[config.mk]
export PLATFORM = sky130hd
export DESIGN_NAME = regulator_channel_config_regs
export DESIGN_NICKNAME = d
export VERILOG_FILES = /design/src/inc/chan_pkg.sv /design/src/verilog/regulator_channel_config_regs.sv
export VERILOG_INCLUDE_DIRS = /design/src /design/src/inc
export SDC_FILE = /design/constraint.sdc
export NUM_CORES = 1
export LEC_CHECK = 0
export BUFFER_PORTS_ARGS = -buffer_cell sky130_fd_sc_hd__buf_2
export CORE_UTILIZATION = 60
export DETAILED_ROUTE_END_ITERATION = 10
export PLACE_DENSITY = 0.84
export RECOVER_POWER = 100
export SLEW_MARGIN = 20
export SYNTH_ARGS = -nofsm -noshare
export SYNTH_HDL_FRONTEND = slang
export SYNTH_SLANG_ARGS = --single-unit
[constraint.sdc]
create_clock -name clk -period 8 [get_ports clk]
set_clock_uncertainty 0.2 [all_clocks]
set_input_delay 1.6 -clock clk [delete_from_list [all_inputs] [get_ports clk]]
set_output_delay 1.6 -clock clk [all_outputs]
set_load 0.01 [all_outputs]
[src/inc/chan_cfg.svh]
// Purpose: Offsets, field positions, reset values and decode constants
// Assumes: 8-bit register port, byte offsets as printed
// Notes:   Voltages are expressed in units of 0.5 mV
`ifndef CHAN_CFG_SVH
`define CHAN_CFG_SVH

`define OFS_CH1_TARGET_VOLTAGE 8'h0A
`define OFS_CH1_DISCHARGE_ENABLE 8'h0B
`define OFS_CH2_TARGET_VOLTAGE 8'h0C
`define OFS_CH1_CONFIG_C 8'h0F
`define RST_TARGET 8'h00
`define RST_DISCHARGE_ENABLE 8'h00
`define RST_CONFIG_C 8'h00
`define BIT_DISCHARGE 3
`define BIT_STEP_SELECT 2
`define MSB_ENABLE_SELECT 2
// Base 0.5 V and steps in 0.5 mV units
`define MV_BASE_HALF 14'h03E8
`define MV_STEP_FINE_HALF 14'h0019
`define MV_STEP_COARSE_HALF 14'h0032
`define CODE_COARSE_MAX 8'hC8

`endif

[src/inc/chan_pkg.sv]
// Purpose: Types for the regulator channel register bank
// Assumes: None
// Notes:   Constants live in the cfg header
package chan_pkg;
  typedef enum logic [1:0] {
    EN_SLOT,
    EN_OFF,
    EN_ON
  } enable_kind_t;
endpackage

[src/verilog/regulator_channel_config_regs.sv]
// Purpose: Configuration registers and decode for one regulator channel
// Assumes: Host interface logic supplies decoded byte writes and reads
// Notes:   Outputs are registered; voltage in 0.5 mV units
//          A low clock enable freezes every register, decoded outputs too
//          Reserved target codes are flagged, never blocked or clamped
//          The step select bit is copied only on a target code write
//          Enable select codes 6 and 7 behave alike, as do 4 and 5
//
// Summary of operation
// - With coarse steps the target voltage is 0.5 V plus code times 25 mV up to 0xC8.
// - With fine steps every code gives 0.5 V plus code times 12.5 mV.
// - With discharge disabled a disabled channel leaves its output undriven.
// - With discharge enabled a disabled channel switches the discharge resistor on.
// - A step-size change takes effect only on the next target code write.
//
// Register map, byte offsets
//   0x0A  ch1 target code, all eight bits
//   0x0B  ch1 discharge enable in bit 3, enable select in bits 2:0
//   0x0C  ch2 target code, all eight bits
//   0x0F  ch1 config c, step select in bit 2, other bits plain storage
//
// Decoded outputs trail a register write by one further edge, so the
// analog side only ever sees levels that were settled for a whole cycle.
`timescale 1ns/100ps
`default_nettype none
`include "chan_cfg.svh"

module regulator_channel_config_regs (
  // Clock and control
  input  wire logic                 clk,
  input  wire logic                 rstn,
  input  wire logic                 ce,
  // Register port
  input  wire logic                 wr_en,
  input  wire logic                 rd_en,
  input  wire logic [7:0]           addr,
  input  wire logic [7:0]           wdata,
  output var  logic [7:0]           rdata,
  output var  logic                 rd_valid,
  // Sequencer status, one bit for each of the four slots
  input  wire logic [3:0]           sequencer_slot_on,
  // Analog controls
  output var  logic [13:0]          ch1_target_halfmv,
  output var  logic                 ch1_code_reserved,
  output var  logic                 ch1_on,
  output var  logic                 ch1_discharge_on,
  output var  logic [1:0]           ch1_slot,
  output var  chan_pkg::enable_kind_t ch1_enable_kind,
  output var  logic [7:0]           ch2_target_code
);
  import chan_pkg::*;

  ////////////////////////////////////////////////////////////////////////
  // Decode helpers
  // Enable select to kind; the slot number itself is taken from bits 1:0
  // by the caller, so this only has to tell slot, off and on apart
  function automatic enable_kind_t kind_of(input logic [2:0] sel);
    case (sel)
      3'h0, 3'h1, 3'h2, 3'h3: kind_of = EN_SLOT;
      3'h4, 3'h5: kind_of = EN_OFF;
      default: kind_of = EN_ON;                 // 6 and 7 both force on
    endcase
  endfunction

  // Widest result is 1000 + 255 * 50 = 13750, inside 14 bits, no wrap
  function automatic logic [13:0] volts(input logic [7:0] code, input logic fine);
    volts = `MV_BASE_HALF + 14'(code) *
            (fine ? `MV_STEP_FINE_HALF : `MV_STEP_COARSE_HALF);
  endfunction

  // Address decode, shared by the write path and the read mux so the two
  // can never disagree about which offsets exist
  function automatic logic [2:0] reg_sel(input logic [7:0] a);
    case (a)
      `OFS_CH1_TARGET_VOLTAGE:   reg_sel = 3'h0;
      `OFS_CH1_DISCHARGE_ENABLE: reg_sel = 3'h1;
      `OFS_CH2_TARGET_VOLTAGE:   reg_sel = 3'h2;
      `OFS_CH1_CONFIG_C:         reg_sel = 3'h3;
      default:                   reg_sel = 3'h4; // Unmapped
    endcase
  endfunction

  ////////////////////////////////////////////////////////////////////////
  // Register state
  // The applied step bit is kept apart from config c so that software can
  // stage a new step size and have it land together with the next code
  logic [7:0] ch1_target_code, next_ch1_target_code;
  logic [7:0] ch1_discharge_and_enable, next_ch1_discharge_and_enable;
  logic [7:0] ch1_config_c, next_ch1_config_c;
  logic [7:0] next_ch2_target_code;
  logic       applied_step, next_applied_step;
  logic [7:0] next_rdata;
  logic       next_rd_valid;

  // Register writes and read mux
  always_comb begin
    next_ch1_target_code          = ch1_target_code;
    next_ch1_discharge_and_enable = ch1_discharge_and_enable;
    next_ch1_config_c             = ch1_config_c;
    next_ch2_target_code          = ch2_target_code;
    next_applied_step             = applied_step;
    next_rdata                    = 8'h00;
    next_rd_valid                 = rd_en;
    if (wr_en) begin
      case (reg_sel(addr))
        3'h0: begin
          next_ch1_target_code = wdata;
          // Step bit sampled only here, so a step change waits for this write
          next_applied_step    = ch1_config_c[`BIT_STEP_SELECT];
        end
        // Upper nibble has no storage and reads back zero
        3'h1: next_ch1_discharge_and_enable = {4'h0, wdata[3:0]};
        3'h2: next_ch2_target_code = wdata;
        3'h3: next_ch1_config_c = wdata;
        default: ;
      endcase
    end
    // Unmapped addresses read zero; a read in a write cycle sees old data
    case (reg_sel(addr))
      3'h0: next_rdata = ch1_target_code;
      3'h1: next_rdata = ch1_discharge_and_enable;
      3'h2: next_rdata = ch2_target_code;
      3'h3: next_rdata = ch1_config_c;
      default: next_rdata = 8'h00;
    endcase
    // Read data holds between reads so a slow host may sample it late
    if (!rd_en) next_rdata = rdata;
  end

  // Register file; reset wins over a frozen clock enable so a host can
  // always bring the bank back to a known state
  always_ff @(posedge clk) begin
    if (!rstn) begin
      ch1_target_code          <= `RST_TARGET;
      ch1_discharge_and_enable <= `RST_DISCHARGE_ENABLE;
      ch1_config_c             <= `RST_CONFIG_C;
      ch2_target_code          <= `RST_TARGET;
      applied_step             <= 1'b0;
      rdata                    <= 8'h00;
      rd_valid                 <= 1'b0;
    end else if (ce) begin
      ch1_target_code          <= next_ch1_target_code;
      ch1_discharge_and_enable <= next_ch1_discharge_and_enable;
      ch1_config_c             <= next_ch1_config_c;
      ch2_target_code          <= next_ch2_target_code;
      applied_step             <= next_applied_step;
      rdata                    <= next_rdata;
      rd_valid                 <= next_rd_valid;
    end
  end

  ////////////////////////////////////////////////////////////////////////
  // Output decode, registered so analog sees clean levels
  logic [13:0]  next_ch1_target_halfmv;
  logic         next_ch1_code_reserved;
  logic         next_ch1_on;
  logic         next_ch1_discharge_on;
  logic [1:0]   next_ch1_slot;
  enable_kind_t next_ch1_enable_kind;

  ////////////////////////////////////////////////////////////////////////
  // Sequencer slot match, one line per slot
  // Only the selected slot can pass its state, so the OR of all lines is
  // the state of that slot without a wide index mux
  logic [3:0] slot_hit;
  genvar g;
  generate
    for (g = 0; g < 4; g++) begin : gen_slot
      assign slot_hit[g] = (ch1_discharge_and_enable[1:0] == 2'(g)) &&
                           sequencer_slot_on[g];
    end
  endgenerate

  // Decoded levels for the analog side

  always_comb begin
    next_ch1_target_halfmv = volts(ch1_target_code, applied_step);
    // Flag only; software is expected to avoid these codes
    next_ch1_code_reserved = !applied_step && (ch1_target_code > `CODE_COARSE_MAX);
    next_ch1_enable_kind   = kind_of(ch1_discharge_and_enable[`MSB_ENABLE_SELECT:0]);
    next_ch1_slot          = ch1_discharge_and_enable[1:0];
    case (next_ch1_enable_kind)
      EN_SLOT: next_ch1_on = |slot_hit;
      EN_OFF:  next_ch1_on = 1'b0;
      EN_ON:   next_ch1_on = 1'b1;
      default: next_ch1_on = 1'b0;
    endcase
    // Off without discharge leaves output floating
    next_ch1_discharge_on = !next_ch1_on && ch1_discharge_and_enable[`BIT_DISCHARGE];
  end

  // Output flops; reset shows the base voltage with the channel off, so
  // the analog side never sees a code it was not given
  always_ff @(posedge clk) begin
    if (!rstn) begin
      ch1_target_halfmv <= `MV_BASE_HALF;
      ch1_code_reserved <= 1'b0;
      ch1_on            <= 1'b0;
      ch1_discharge_on  <= 1'b0;
      ch1_slot          <= 2'h0;
      ch1_enable_kind   <= EN_SLOT;
    end else if (ce) begin
      ch1_target_halfmv <= next_ch1_target_halfmv;
      ch1_code_reserved <= next_ch1_code_reserved;
      ch1_on            <= next_ch1_on;
      ch1_discharge_on  <= next_ch1_discharge_on;
      ch1_slot          <= next_ch1_slot;
      ch1_enable_kind   <= next_ch1_enable_kind;
    end
  end

endmodule // regulator_channel_config_regs

`default_nettype wire

# == Word level (Yosys, flattened, before mapping) ==
# Index checks and enable logic that the tools add are counted.
# totals
regBits,59
out_inout_bits,38
wordCells,62
input_bits,25
# classes
reduce_logical,21
n_lt_le_gt_ge,1
addsub,1
n_mul,1
muxes,6
eq_ne,19
# op_table
op,count
== test 8 x 4 -> 1 bit (second input constant),4
case mux 8 bit (4 select lines),1
== test 3 x 2 -> 1 bit (second input constant),6
adder 10 x 14 -> 14 bit (first input constant),1
multiplier 8 x 6 -> 14 bit,1
case mux 3 bit (4 select lines),1
AND reduction 3 bit,4
== test 3 x 1 -> 1 bit (second input constant),3
logical NOT 3 bit,3
> comparator 8 bit (second input constant),1
OR reduction 4 bit,2
== test 2 bit (second input constant),3
== test 3 bit (second input constant),2
logical AND 1 bit,6
two-way mux 6 bit,1
logical NOT 2 bit,2
case mux 2 bit (2 select lines),1
two-way mux 3 bit,1
== test 2 x 1 -> 1 bit (second input constant),1
logical NOT 1 bit,2
case mux 1 bit (2 select lines),1
AND reduction 2 bit,1
OR reduction 2 bit,1

# == Depth between registers and ports, before layout ==
# Gate-level depths: netlist of the first run.
# logic_depth
depth_word,7
mapped_depth,19
ltp_nobuf,17

# == Least setup slack after synthesis of the first run ==
# Ideal clock, no wire load.
# synth_timing
path_type,flip-flop to flip-flop
startpoint,reg applied_step
endpoint,reg ch1_target_halfmv[12]
setup_slack_ns,3.832
n_path_buf,2
path_stages_with_launch,18
t_required_ns,7.669
t_arrival_ns,3.838
setup_time_ns,0.131
cell_sequence,dfxtp_1 buf_2 clkbuf_1 nand2b_1 ha_1 inv_1 fa_1 fa_1 inv_1 fa_1 inv_1 ha_1 nor2b_1 o21ai_0 a21oi_1 o21ai_0 xor2_1 a21oi_1
# synth_between
elab_chain_len,3
# synth_lines
item,line,rtl
from (decl),regulator_channel_config_regs.sv:91,"logic applied_step, next_applied_step;"
from (signal assigned),regulator_channel_config_regs.sv:146,applied_step <= next_applied_step;
two-way mux 6 bit (no line),n/a,
multiplier 8 x 6 -> 14 bit,regulator_channel_config_regs.sv:67,volts = `MV_BASE_HALF + 14'(code) *
adder 10 x 14 -> 14 bit (no line),n/a,
to (signal assigned),regulator_channel_config_regs.sv:196,ch1_target_halfmv <= `MV_BASE_HALF;
to (signal assigned),regulator_channel_config_regs.sv:203,ch1_target_halfmv <= next_ch1_target_halfmv;
to (decl),regulator_channel_config_regs.sv:43,"output var logic [13:0] ch1_target_halfmv,"
# Every way passes these cells.
# A chain may end at the register's enable or synchronous reset.

# == Worst setup path after layout of the first run ==
# layout_timing
startpoint,in ce
endpoint,reg ch1_target_code[2]
# layout_between
elab_chain_len,1
# layout_lines
item,line,rtl
from (decl),regulator_channel_config_regs.sv:32,"input wire logic ce,"
AND reduction 3 bit (no line),n/a,
to (signal assigned),regulator_channel_config_regs.sv:134,ch1_target_code <= `RST_TARGET;
to (signal assigned),regulator_channel_config_regs.sv:142,ch1_target_code <= next_ch1_target_code;
to (decl),regulator_channel_config_regs.sv:87,"logic [7:0] ch1_target_code, next_ch1_target_code;"
# Every way passes these cells.

==> qor.yml, run 1 <==
sta:
  relSlewSlack_pct: -10.2
  tns_ps: 0
  rsz0062_at_grt: "no"
  setup_viol: 0
  drv_slew: 37
  period_share_pct: 60.4
  fmax_mhz: 207
  fin_crit_ps: 4830
  hold_violations: 0
  tightest_slew_ps: 1650
clocking:
  cts-htree-levels: 3
  cts_tree: "done"
  cts.clk_slew.worst_paths_ps: 70
  cts_resized: 0
  clock_latency_ps: 340
  cts_sinks: 59
  cts_buffers: 9
  cts_buffer_depth: 2
  cts_hold_buf: 0
  cts-root-buf: "clkbuf_8"
  postCtsSetupBuffers: 0
critical_path:
  crit_start: "ce"
  max_stage_delay_ps: 1170
  r2r-start: "applied_step$_SDFFE_PN0P_"
  cp_data_arrival_time_ps: 4860
  cp_top_family: "simple AND/OR/NAND/NOR gates"
  end_kind: "flip-flop"
  crit_fanout: 36
  cp_num_buf_inv: 1
  crit_chain: "clkbuf_1 > and4_1 > nand2_4 > nor2_1 > mux2i_1 > nor2b_1"
  worstPathRequired_ps: 8020
  cp-start-kind: "input pin"
  worst_path_max_delay_cell: "clkbuf_1"
  worstSetupPathType: "input pin to flip-flop"
power_and_ir_drop:
  power-per-cell-area_nw_per_um2: 162
  seqPwrFrac_pct: 43.9
  p_leak_nw: 1.83
  swShare_pct: 24.3
  power.internal_uw: 522
  ir_drop_v: 0.000127
  net-switching-power_uw: 168
  power_frac_clock_pct: 45.1
  combPwrFrac_pct: 11.0
yosys:
  synth_area_leader_cell: "dfxtp_1"
  synth_cell_type_count: 48
  yosysWarnings: 0
  synth_top_area_share_pct: 30.9
  synth_ff_type: "dfxtp_1"
  synthArstFlopShare_pct: 0
  synthesis.area_um2: 3820
  synthTopCellsByArea: "dfxtp_1 (31%), ha_1 (9.5%), fa_1 (9.4%)"
  synthCells: 421
  yosysSeqAreaShare_pct: 30.9
  synth_edf_count: 0
  avgSynthCellArea_um2: 9.07
  ys_ff_latch: 59
global_route:
  antenna_found_initial: 0
  grt_use_total_pct: 27.1
  grt-ovfl-total: 0
  grt_first_pass_wirelength_um: 13500
  grt_max_degree: 61
  first_global_vias: 2836
status:
  status: "finished, violations left"
  violations: "capacitance limit, slew limit"
place:
  dp_hpwl_um: 5890
  routabilityCongestion: 0.820
  io_buffers: 62
route:
  first_iter_violations: 234
  via_per_inst: 5.58
  drtPass1Iterations: 5
  routed_wl_um: 8450
  routed-via-count: 3120
  drt.antenna.violating_nets: 0
  drc_errors: 0
  avgRoutedWirePerCell_um: 15.1
cells_and_area:
  antennaDiodeCount: 0
  drive_above_1_share_pct: 9.09
  fin_util_pct: 70.7
  nFillCells: 494
  num-nets-final: 552
  area_delta_synth_final_pct: 11.6
die:
  initial_core_util_pct: 63.4
  dieArea_um2: 6690
  placementRows: 28
  io_pins: 63
  die_h_um: 81.8
  core_area_um2: 6030
  die-width_um: 81.8
hold_path:
  min_path_type: "flip-flop to flip-flop"
  min-delay-start: "ch1_config_c[6]$_SDFFE_PN0P_"
run:
  max_cap_viol_count: 1
-- path summary, 6_finish.rpt --
kind	cells past startpoint	slack [ps]	end
worst min register to register	2	270	ch1_config_c[6]$_SDFFE_PN0P_
worst max register to register	15	3540	ch1_target_halfmv[12]$_SDFFE_PN0P_
worst max-delay path	6	3170	ch1_target_code[2]$_SDFFE_PN0P_
worst min-delay path	2	270	ch1_config_c[6]$_SDFFE_PN0P_
-- state kept, by name, indices dropped and copies added (netlist names) --
name / count
applied_step: 1
ch1_code_reserved: 1
ch1_config_c: 8
ch1_discharge_and_enable: 4
ch1_discharge_on: 1
ch1_enable_kind: 2
ch1_on: 1
ch1_slot: 2
ch1_target_code: 8
ch1_target_halfmv: 14
ch2_target_code: 8
rd_valid: 1
rdata: 8
-- routing by layer --
| layer | GRT usage, % | up-vias | part of all wire (%) |
|---|---|---|---|
| li1 | - | 1536 | - |
| met2 | 42.1 | 97 | 46 |
| met3 | 4.89 | 16 | 4.8 |
| met1 | 37.0 | 1471 | 47 |
| met5 | 0 | - | 0 |
| met4 | 10.9 | 0 | 1.7 |
-- synth_stat cells (3+ instances only) --
| cell type | count |
|---|---|
| a21boi_0 | 12 |
| a21boi_1 | 10 |
| a21oi_1 | 8 |
| a22oi_1 | 15 |
| buf_2 | 7 |
| clkbuf_1 | 10 |
| dfxtp_1 | 59 |
| fa_1 | 18 |
| ha_1 | 29 |
| inv_1 | 40 |
| mux2i_1 | 26 |
| nand2_1 | 43 |
| nand2b_1 | 11 |
| nand3_1 | 21 |
| nor2_1 | 6 |
| nor2b_1 | 35 |
| nor3_1 | 3 |
| o21ai_0 | 22 |
| o22ai_1 | 3 |
| xnor2_1 | 5 |
-- through the flow --
step	cells	cell area, um2	worst slack [ps]	hold WS (ps)	power (mW)
4_1_cts	559	4370	3580	255	0.693
3_3_place_gp	544	4140	3740	239	0.383
3_5_place_dp	544	4140	3620	245	0.385
2_1_floorplan	427	3840	3830	231	0.363
6_report	559	4260	3170	271	0.690
5_1_grt	559	4260	2860	299	0.712
-- worst reg2reg max path, delay by kind of cell, from the launching register on --
family          cells  cell delay (ps)
simple gates        2              360
buf+inv             3              180
flops               1              650
fa+ha+maj           5             2080
compound gates      4              650
xor+xnor            1              170
-- cell families (layout without fill, tap and decap cells) --
| family | after synthesis | in the layout | synth area share (%) |
|---|---|---|---|
| xor gates and xnor gates | 7 | 7 | 1.61 |
| muxes | 27 | 27 | 7.11 |
| and+or+nand+nor | 138 | 138 | 20.7 |
| AOI/OAI and AO/OA | 81 | 81 | 14.0 |
| DFF | 59 | 59 | 30.9 |
| other | 2 | 8 | 0.197 |
| buffers and inverters | 60 | 117 | 6.62 |
| adders and majority gates | 47 | 47 | 18.9 |
-- power by group through the flow --
| stage | clock network (mW) | logic, mW | registers [mW] |
|---|---|---|---|
| global placement | 0 | 0.0746 | 0.309 |
| global route | 0.324 | 0.0848 | 0.303 |
| detailed placement | 0 | 0.0763 | 0.309 |
| CTS | 0.312 | 0.0782 | 0.303 |
| floorplan | 0 | 0.0513 | 0.312 |
| finish | 0.311 | 0.0759 | 0.303 |
-- cell usage in the layout, fill, tap and decap left out, drive strengths merged, types with 3 or more instances in the layout --
cell    netlist  layout
nor2          7       7
nand2b       11      11
nor2b        36      36
and2          3       3
a21oi         8       8
o22ai         3       3
nand3        22      22
nor3          4       4
mux2i        26      26
o21ai        22      22
clkbuf       10      50
nand2        44      44
ha           29      29
a22oi        15      15
inv          40      40
xnor2         5       5
fa           18      18
dfxtp        59      59
buf          10      23
conb          2       8
a21boi       22      22
-- layout make-up --
cell class	instances	area [um2]	area share, %
Clock buffer	11	151	3.55
Clock inverter	4	73.8	1.73
Inverter	40	150	3.52
Multi-Input combinational cell	308	2350	55.2
Sequential cell	59	1180	27.7
Tap cell	75	93.8	2.20
Timing Repair Buffer	62	262	6.13
Power figures use the tool's default switching activity.
==> run 2: changes to the inputs <==
Settings changed: ABC_AREA set to 1, CORE_UTILIZATION 60 to 57, PLACE_DENSITY 0.84 to 0.8.
Clock period 8 ns to 4.8 ns, I/O delays scaled along.
==> run 2 against run 1 <==
Compared with the run above:
- the run ends with DRC left
- combinational power rose by 78%
- clock power rose by 68%
- sequential power rose by 67%
- flip-flop and latch count did not move
- synthesized cell count rose by 30%
- power rose by 69%
- wire length rose by 7.3%
- clock-buffer cell count fell by 2
- sequential share of layout area fell by 0.64 points
- largest power group unchanged
==> qor.yml, run 2 <==
status:
  status: "finished, violations left"
  violations: "DRC"
critical_path:
  crit_chain: "buf_4 > inv_1 > nand2_1 > ha_1 > fa_1 > inv_1 > fa_1 > inv_1 > fa_1 > fa_1 > inv_1 > nand3_1 > nand2_1 > nand3_1 > nand3_1 > nand3_1 > nand2_1 > inv_1"
  worstPathRequired_ps: 4860  # -3160 ps
  max_stage_delay_ps: 540  # -630 ps
  cp_top_family: "adder cells"
  end_kind: "flip-flop"
  worstSetupPathType: "flip-flop to flip-flop"
  worst_path_max_delay_cell: "fa_1"
  cp_num_buf_inv: 6  # +5
  cp_data_arrival_time_ps: 4240  # -620 ps
  cp_common_cell: "inv_1"
  crit_fanout: 15  # -58%
  cp-start-kind: "flip-flop"
clocking:
  cts_buffer_depth: 2  # unchanged
  cts_hold_buf: 0  # unchanged
  cts_resized: 0  # unchanged
  postCtsSetupBuffers: 0  # unchanged
  cts_buffers: 9  # unchanged
  clock_latency_ps: 360  # +20 ps
  cts_sinks: 59  # unchanged
  cts_tree: "done"
  cts-htree-levels: 3  # unchanged
  cts-root-buf: "clkbuf_8"
  cts.clk_slew.worst_paths_ps: 80  # about the same
sta:
  fmax_mhz: 239
  hold_violations: 0  # unchanged
  relSlewSlack_pct: 1.85  # +12 points
  rsz0062_at_grt: "no"
  drv_slew: 0  # -100%
  period_share_pct: 87.1
  tns_ps: 0  # unchanged
  setup_viol: 0  # unchanged
  fin_crit_ps: 4180
  hold-worst-slack_ps: 250  # -21.7 ps
  tightest_slew_ps: 1470  # -181 ps
global_route:
  antenna_found_initial: 0  # unchanged
  grt_max_degree: 40  # -34%
  grt_use_total_pct: 26.7  # -0.33 points
  grt_first_pass_wirelength_um: 15100  # +12%
  first_global_vias: 3306  # +17%
  grt-ovfl-total: 0  # unchanged
die:
  dieArea_um2: 7120  # +6.4%
  initial_core_util_pct: 59.9  # -3.5 points
  io_pins: 63  # unchanged
  die-width_um: 84.4  # +3.2%
  core_area_um2: 6460  # +7.2%
  die_h_um: 84.4  # +3.2%
  placementRows: 29  # +3.6%
place:
  place_area_um2: 4220  # +1.8%
  dp_hpwl_um: 6700  # +14%
  io_buffers: 62  # unchanged
  routabilityCongestion: 0.932  # +14%
  placed_cells: 679  # +25%
yosys:
  yosysSeqAreaShare_pct: 30.5  # -0.39 points
  avgSynthCellArea_um2: 7.05  # -22%
  synthTopCellsByCount: "nand2_1 (115), inv_1 (98), nand3_1 (62), dfxtp_1 (59), a21oi_1 (46)"
  synth_area_leader_cell: "dfxtp_1"
  synthCells: 549  # +30%
  synth_ff_type: "dfxtp_1"
  synth_top_area_share_pct: 30.5  # -0.39 points
  synth_edf_count: 0  # unchanged
  synth_cell_type_count: 31  # -35%
  ys_ff_latch: 59  # unchanged
  synthArstFlopShare_pct: 0  # unchanged
  yosysWarnings: 0  # unchanged
  yosysMostFrequentCell: "nand2_1"
  synthTopCellsByArea: "dfxtp_1 (31%), nand2_1 (11%), inv_1 (9.5%)"
  synthesis.area_um2: 3870  # +1.3%
cells_and_area:
  design_area_um2: 4360  # +2.3%
  regMostFlops: "ch1_target_halfmv"
  antennaDiodeCount: 0  # unchanged
  largest_reg_flops: 14  # unchanged
  final_cell_mix: "nand2_1 (116), inv_1 (99), nand3_1 (62)"
  fin_cells: 695  # +24%
  num-nets-final: 685  # +24%
  layout_commonest_cell: "nand2_1"
  area_delta_synth_final_pct: 12.8
  drive_above_1_share_pct: 7.77  # -1.3 points
run:
  max_cap_viol_count: 0  # -1
route:
  routed-via-count: 3712  # +19%
  via_per_inst: 5.34  # -4.3%
  first_iter_violations: 268  # +15%
  drc_errors: 12  # +12
  drtPass1Iterations: 8  # +3
  routed_wl_um: 9070  # +7.3%
  avgRoutedWirePerCell_um: 13.1  # -14%
  drt.antenna.violating_nets: 0  # unchanged
hold_path:
  min_path_type: "flip-flop to flip-flop"
power_and_ir_drop:
  power-per-cell-area_nw_per_um2: 267  # +65%
  p_leak_nw: 2.18  # +20%
  ir_drop_v: 0.000150  # +18%
[run 2: cells by family after synthesis]
kind of cell               share of synthesized area (%)
AOI/OAI and AO/OA                                   11.4
adders and majority gates                           18.7
other                                              0.194
xor gates and xnor gates                           0.226
and+or+nand+nor                                     26.7
DFF                                                 30.5
buffers and inverters                               12.3
[run 2: per-layer routing]
metal	up-vias	GRT usage (%)	share of wire (%)
met1	1698	36.2	46
met3	25	6.98	6.9
met5	-	0	0
met2	135	42.3	46
li1	1854	-	-
met4	0	8.01	1.9
[run 2: worst paths after layout]
path | end | startpoint | cells after the start | slack (ps)
min reg2reg | ch1_config_c[6]$_SDFFE_PN0P_ | ch1_config_c[6]$_SDFFE_PN0P_ | 2 | 250
max reg2reg | ch1_target_halfmv[10]$_SDFFE_PN0P_ | applied_step$_SDFFE_PN0P_ | 18 | 620
max | ch1_target_halfmv[10]$_SDFFE_PN0P_ | applied_step$_SDFFE_PN0P_ | 18 | 620
min | ch1_config_c[6]$_SDFFE_PN0P_ | ch1_config_c[6]$_SDFFE_PN0P_ | 2 | 250
[run 2: cell type report]
cell class / instances / area (um2)
Clock buffer: 9 / 124
Clock inverter: 7 / 100
Fill cell: 578 / 2100
Inverter: 101 / 379
Multi-Input combinational cell: 378 / 2210
Sequential cell: 59 / 1180
Tap cell: 77 / 96.3
Timing Repair Buffer: 64 / 272
[run 2: power breakdown]
group / internal (mW) / switching (mW) / total (mW)
logic: 0.0463 / 0.0887 / 0.135
clock network: 0.296 / 0.228 / 0.523
registers: 0.501 / 0.00615 / 0.507
[run 2: worst min-delay path, stage by stage, from the launching register on]
cell and delay [ps]:
dfxtp_1 320, inv_1 50, a21oi_1 50
[run 2: stage by stage]
stage | util (%) | total power [mW] | setup slack, ps
finish | 67.6 | 1.17 | 621
global route | 67.6 | 1.21 | 356
global placement | 65.3 | 0.649 | 799
floorplan | - | 0.612 | 1030
CTS | 68.8 | 1.17 | 668
detailed placement | 65.3 | 0.653 | 706
==> run 3: changes to the inputs <==
Settings changed: CORE_UTILIZATION 57 to 53, CTS_BUF_LIST set to sky130_fd_sc_hd__clkbuf_4 sky130_fd_sc_hd__clkbuf_8, PLACE_DENSITY 0.8 to 0.79.
Clock period 4.8 ns to 3.45 ns, I/O delays scaled along.
==> run 3 against run 2 <==
Compared with the run above:
- the flow finishes with violations (setup timing)
- combinational power grew 120%
- sequential power grew 39%
- worst setup slack lost 920 ps
- wire length grew 32%
- critical path depth grew 1
- largest cell class unchanged
- largest power group is now registers
==> qor.yml, run 3 (synthesis results as in run 2) <==
sta:
  fin_crit_ps: 3750  # -431 ps
  drv_slew: 0  # unchanged
  relSlewSlack_pct: 57.9  # +56 points
  tightest_slew_ps: 630  # -842 ps
  rsz0062_at_grt: "yes"
  hold_violations: 0  # unchanged
  fmax_mhz: 267  # +11%
  setup_viol: 8  # +8
  fin_ws_ps: -298  # -919 ps
  period_share_pct: 109  # +22 points
  tns_ps: -1540  # -1540 ps
die:
  dieArea_um2: 7640  # +7.4%
  io_pins: 63  # unchanged
  placementRows: 30  # +3.4%
  die_h_um: 87.4  # +3.6%
  die-width_um: 87.4  # +3.6%
  initial_core_util_pct: 56.0  # -3.9 points
  core_area_um2: 6910  # +6.9%
power_and_ir_drop:
  power.internal_mw: 1.16  # +38%
  power-per-cell-area_nw_per_um2: 325  # +22%
  swShare_pct: 30.7  # +3.0 points
  power_frac_clock_pct: 40.2  # -4.7 points
  net-switching-power_uw: 514  # +60%
  ir_drop_v: 0.000193  # +29%
  p_leak_nw: 2.48  # +14%
  combPwrFrac_pct: 17.8  # +6.2 points
  seqPwrFrac_pct: 42.0  # -1.5 points
global_route:
  antenna_found_initial: 0  # unchanged
  grt_max_degree: 40  # unchanged
  first_global_vias: 3810  # +15%
  grt_use_total_pct: 30.1  # +3.4 points
  grt_first_pass_wirelength_um: 17500  # +16%
  grt-ovfl-total: 0  # unchanged
route:
  drtPass1Iterations: 8  # unchanged
  via_per_inst: 5.54  # +3.6%
  avgRoutedWirePerCell_um: 15.7  # +20%
  routed_wl_um: 12000  # +32%
  drc_errors: 0  # -12
  drt.antenna.violating_nets: 0  # unchanged
  routed-via-count: 4229  # +14%
  first_iter_violations: 396  # +48%
critical_path:
  cp_data_arrival_time_ps: 3850  # -390 ps
  worstSetupPathType: "flip-flop to flip-flop"
  end_kind: "flip-flop"
  worstPathRequired_ps: 3550  # -1310 ps
  r2r-start: "applied_step$_SDFFE_PN0P_"
  cp-start-kind: "flip-flop"
  crit_start: "applied_step$_SDFFE_PN0P_"
  crit_fanout: 6  # -9
clocking:
  cts_buffers: 9  # unchanged
  clock_latency_ps: 360  # about the same
  cts_buffer_depth: 2  # unchanged
  cts.clk_slew.worst_paths_ps: 80  # about the same
  cts-root-buf: "clkbuf_8"
  cts-htree-levels: 3  # unchanged
  cts_hold_buf: 0  # unchanged
  cts_tree: "done"
  cts_sinks: 59  # unchanged
cells_and_area:
  antennaDiodeCount: 0  # unchanged
  num-nets-final: 735  # +7.3%
  largest_reg_flops: 14  # unchanged
  regMostFlops: "ch1_target_halfmv"
  fin_util_pct: 74.7  # +7.2 points
  drive_above_1_share_pct: 25.4  # +18 points
  area_delta_synth_final_pct: 33.4
  layout_commonest_cell: "nand2_1"
  final_cell_mix: "nand2_1 (102), inv_1 (85), dfxtp_1 (54)"
  nFillCells: 514  # -11%
place:
  routabilityCongestion: 0.875  # -6.1%
  dp_hpwl_um: 7140  # +6.6%
  io_buffers: 62  # unchanged
  place_ws_ps: -244  # -950 ps
status:
  violations: "setup timing"
  status: "finished, violations left"
hold_path:
  min-delay-start: "ch1_config_c[7]$_SDFFE_PN0P_"
  min_path_type: "flip-flop to flip-flop"
run:
  max_cap_viol_count: 0  # unchanged
==> run 3: cell types whose count changed in the layout (fill, tap and decap cells not counted), sizes merged <==
cell	previous run	this run
clkinv	5	3
buf	23	76
bufinv	2	1
clkbuf	50	47
inv	101	104
==> run 3: worst max-delay path, stage by stage, from the launching register on <==
cell and delay, ps:
dfxtp_4 380, inv_8 80, nand2_4 50, ha_4 260
inv_2 30, fa_1 460, fa_1 510, inv_2 50
fa_1 570, inv_2 60, ha_4 290, nand2_4 70
buf_12 130, nor2_4 110, nand3_2 100, nand3_1 110
nand2_1 60, nand3_1 70, nand2_1 60, inv_1 40
==> run 3: per-stage QoR <==
| stage | hold slack, ps | cells | area [um2] | power, mW |
|---|---|---|---|---|
| after floorplan | 224 | 555 | 3950 | 0.859 |
| after global placement | 232 | 725 | 4500 | 0.925 |
| after detailed placement | 245 | 725 | 4500 | 0.934 |
| after CTS | 257 | 762 | 5070 | 1.62 |
| after global routing | 277 | 764 | 5160 | 1.73 |
| final | 254 | 764 | 5160 | 1.67 |
==> run 3: area by class of cell <==
class                           instances  area [um2]  share of cell area (%)
Clock buffer                            9         124                    2.40
Clock inverter                          7        82.6                    1.60
Timing Repair Buffer                  114         692                    13.4
Inverter                              101         389                    7.54
Sequential cell                        59        1190                    23.2
Multi-Input combinational cell        378        2560                    49.6
Tap cell                               96         120                    2.33
==> run 3: metal layers <==
metal  wire [um]  track usage (%)  part of all wire [%]  up-vias
li1            -                -                     -     1949
met1        4630             36.7                    39     1952
met2        5690             50.1                    48      257
met3        1120             8.15                   9.4       71
met4         514             12.4                   4.3        0
met5           0                0                     0        -
==> run 3: repair_timing <==
| action | in CTS | in global routing |
|---|---|---|
| setup buffers | 21 | 5 |
| setup endpoints to repair | 7 | 10 |
| resized for setup | 47 | 41 |
| pin swaps | 29 | 17 |
==> run 3: worst paths after layout <==
| path | to | slack, ps | cells past startpoint |
|---|---|---|---|
| hold / removal | ch1_config_c[7]$_SDFFE_PN0P_ | 250 | 2 |
| setup / recovery | ch1_target_halfmv[13]$_SDFFE_PN0P_ | -300 | 19 |
| setup reg to reg | ch1_target_halfmv[13]$_SDFFE_PN0P_ | -300 | 19 |
| hold reg to reg | ch1_config_c[7]$_SDFFE_PN0P_ | 250 | 2 |
==> run 3: power groups by stage <==
stage          logic, mW  registers, mW  clock network, mW
3_5_place_dp       0.213          0.721                  0
3_3_place_gp       0.205          0.720                  0
2_1_floorplan      0.131          0.728                  0
5_1_grt            0.316          0.705              0.708
4_1_cts            0.247          0.704              0.671
6_report           0.298          0.704              0.673
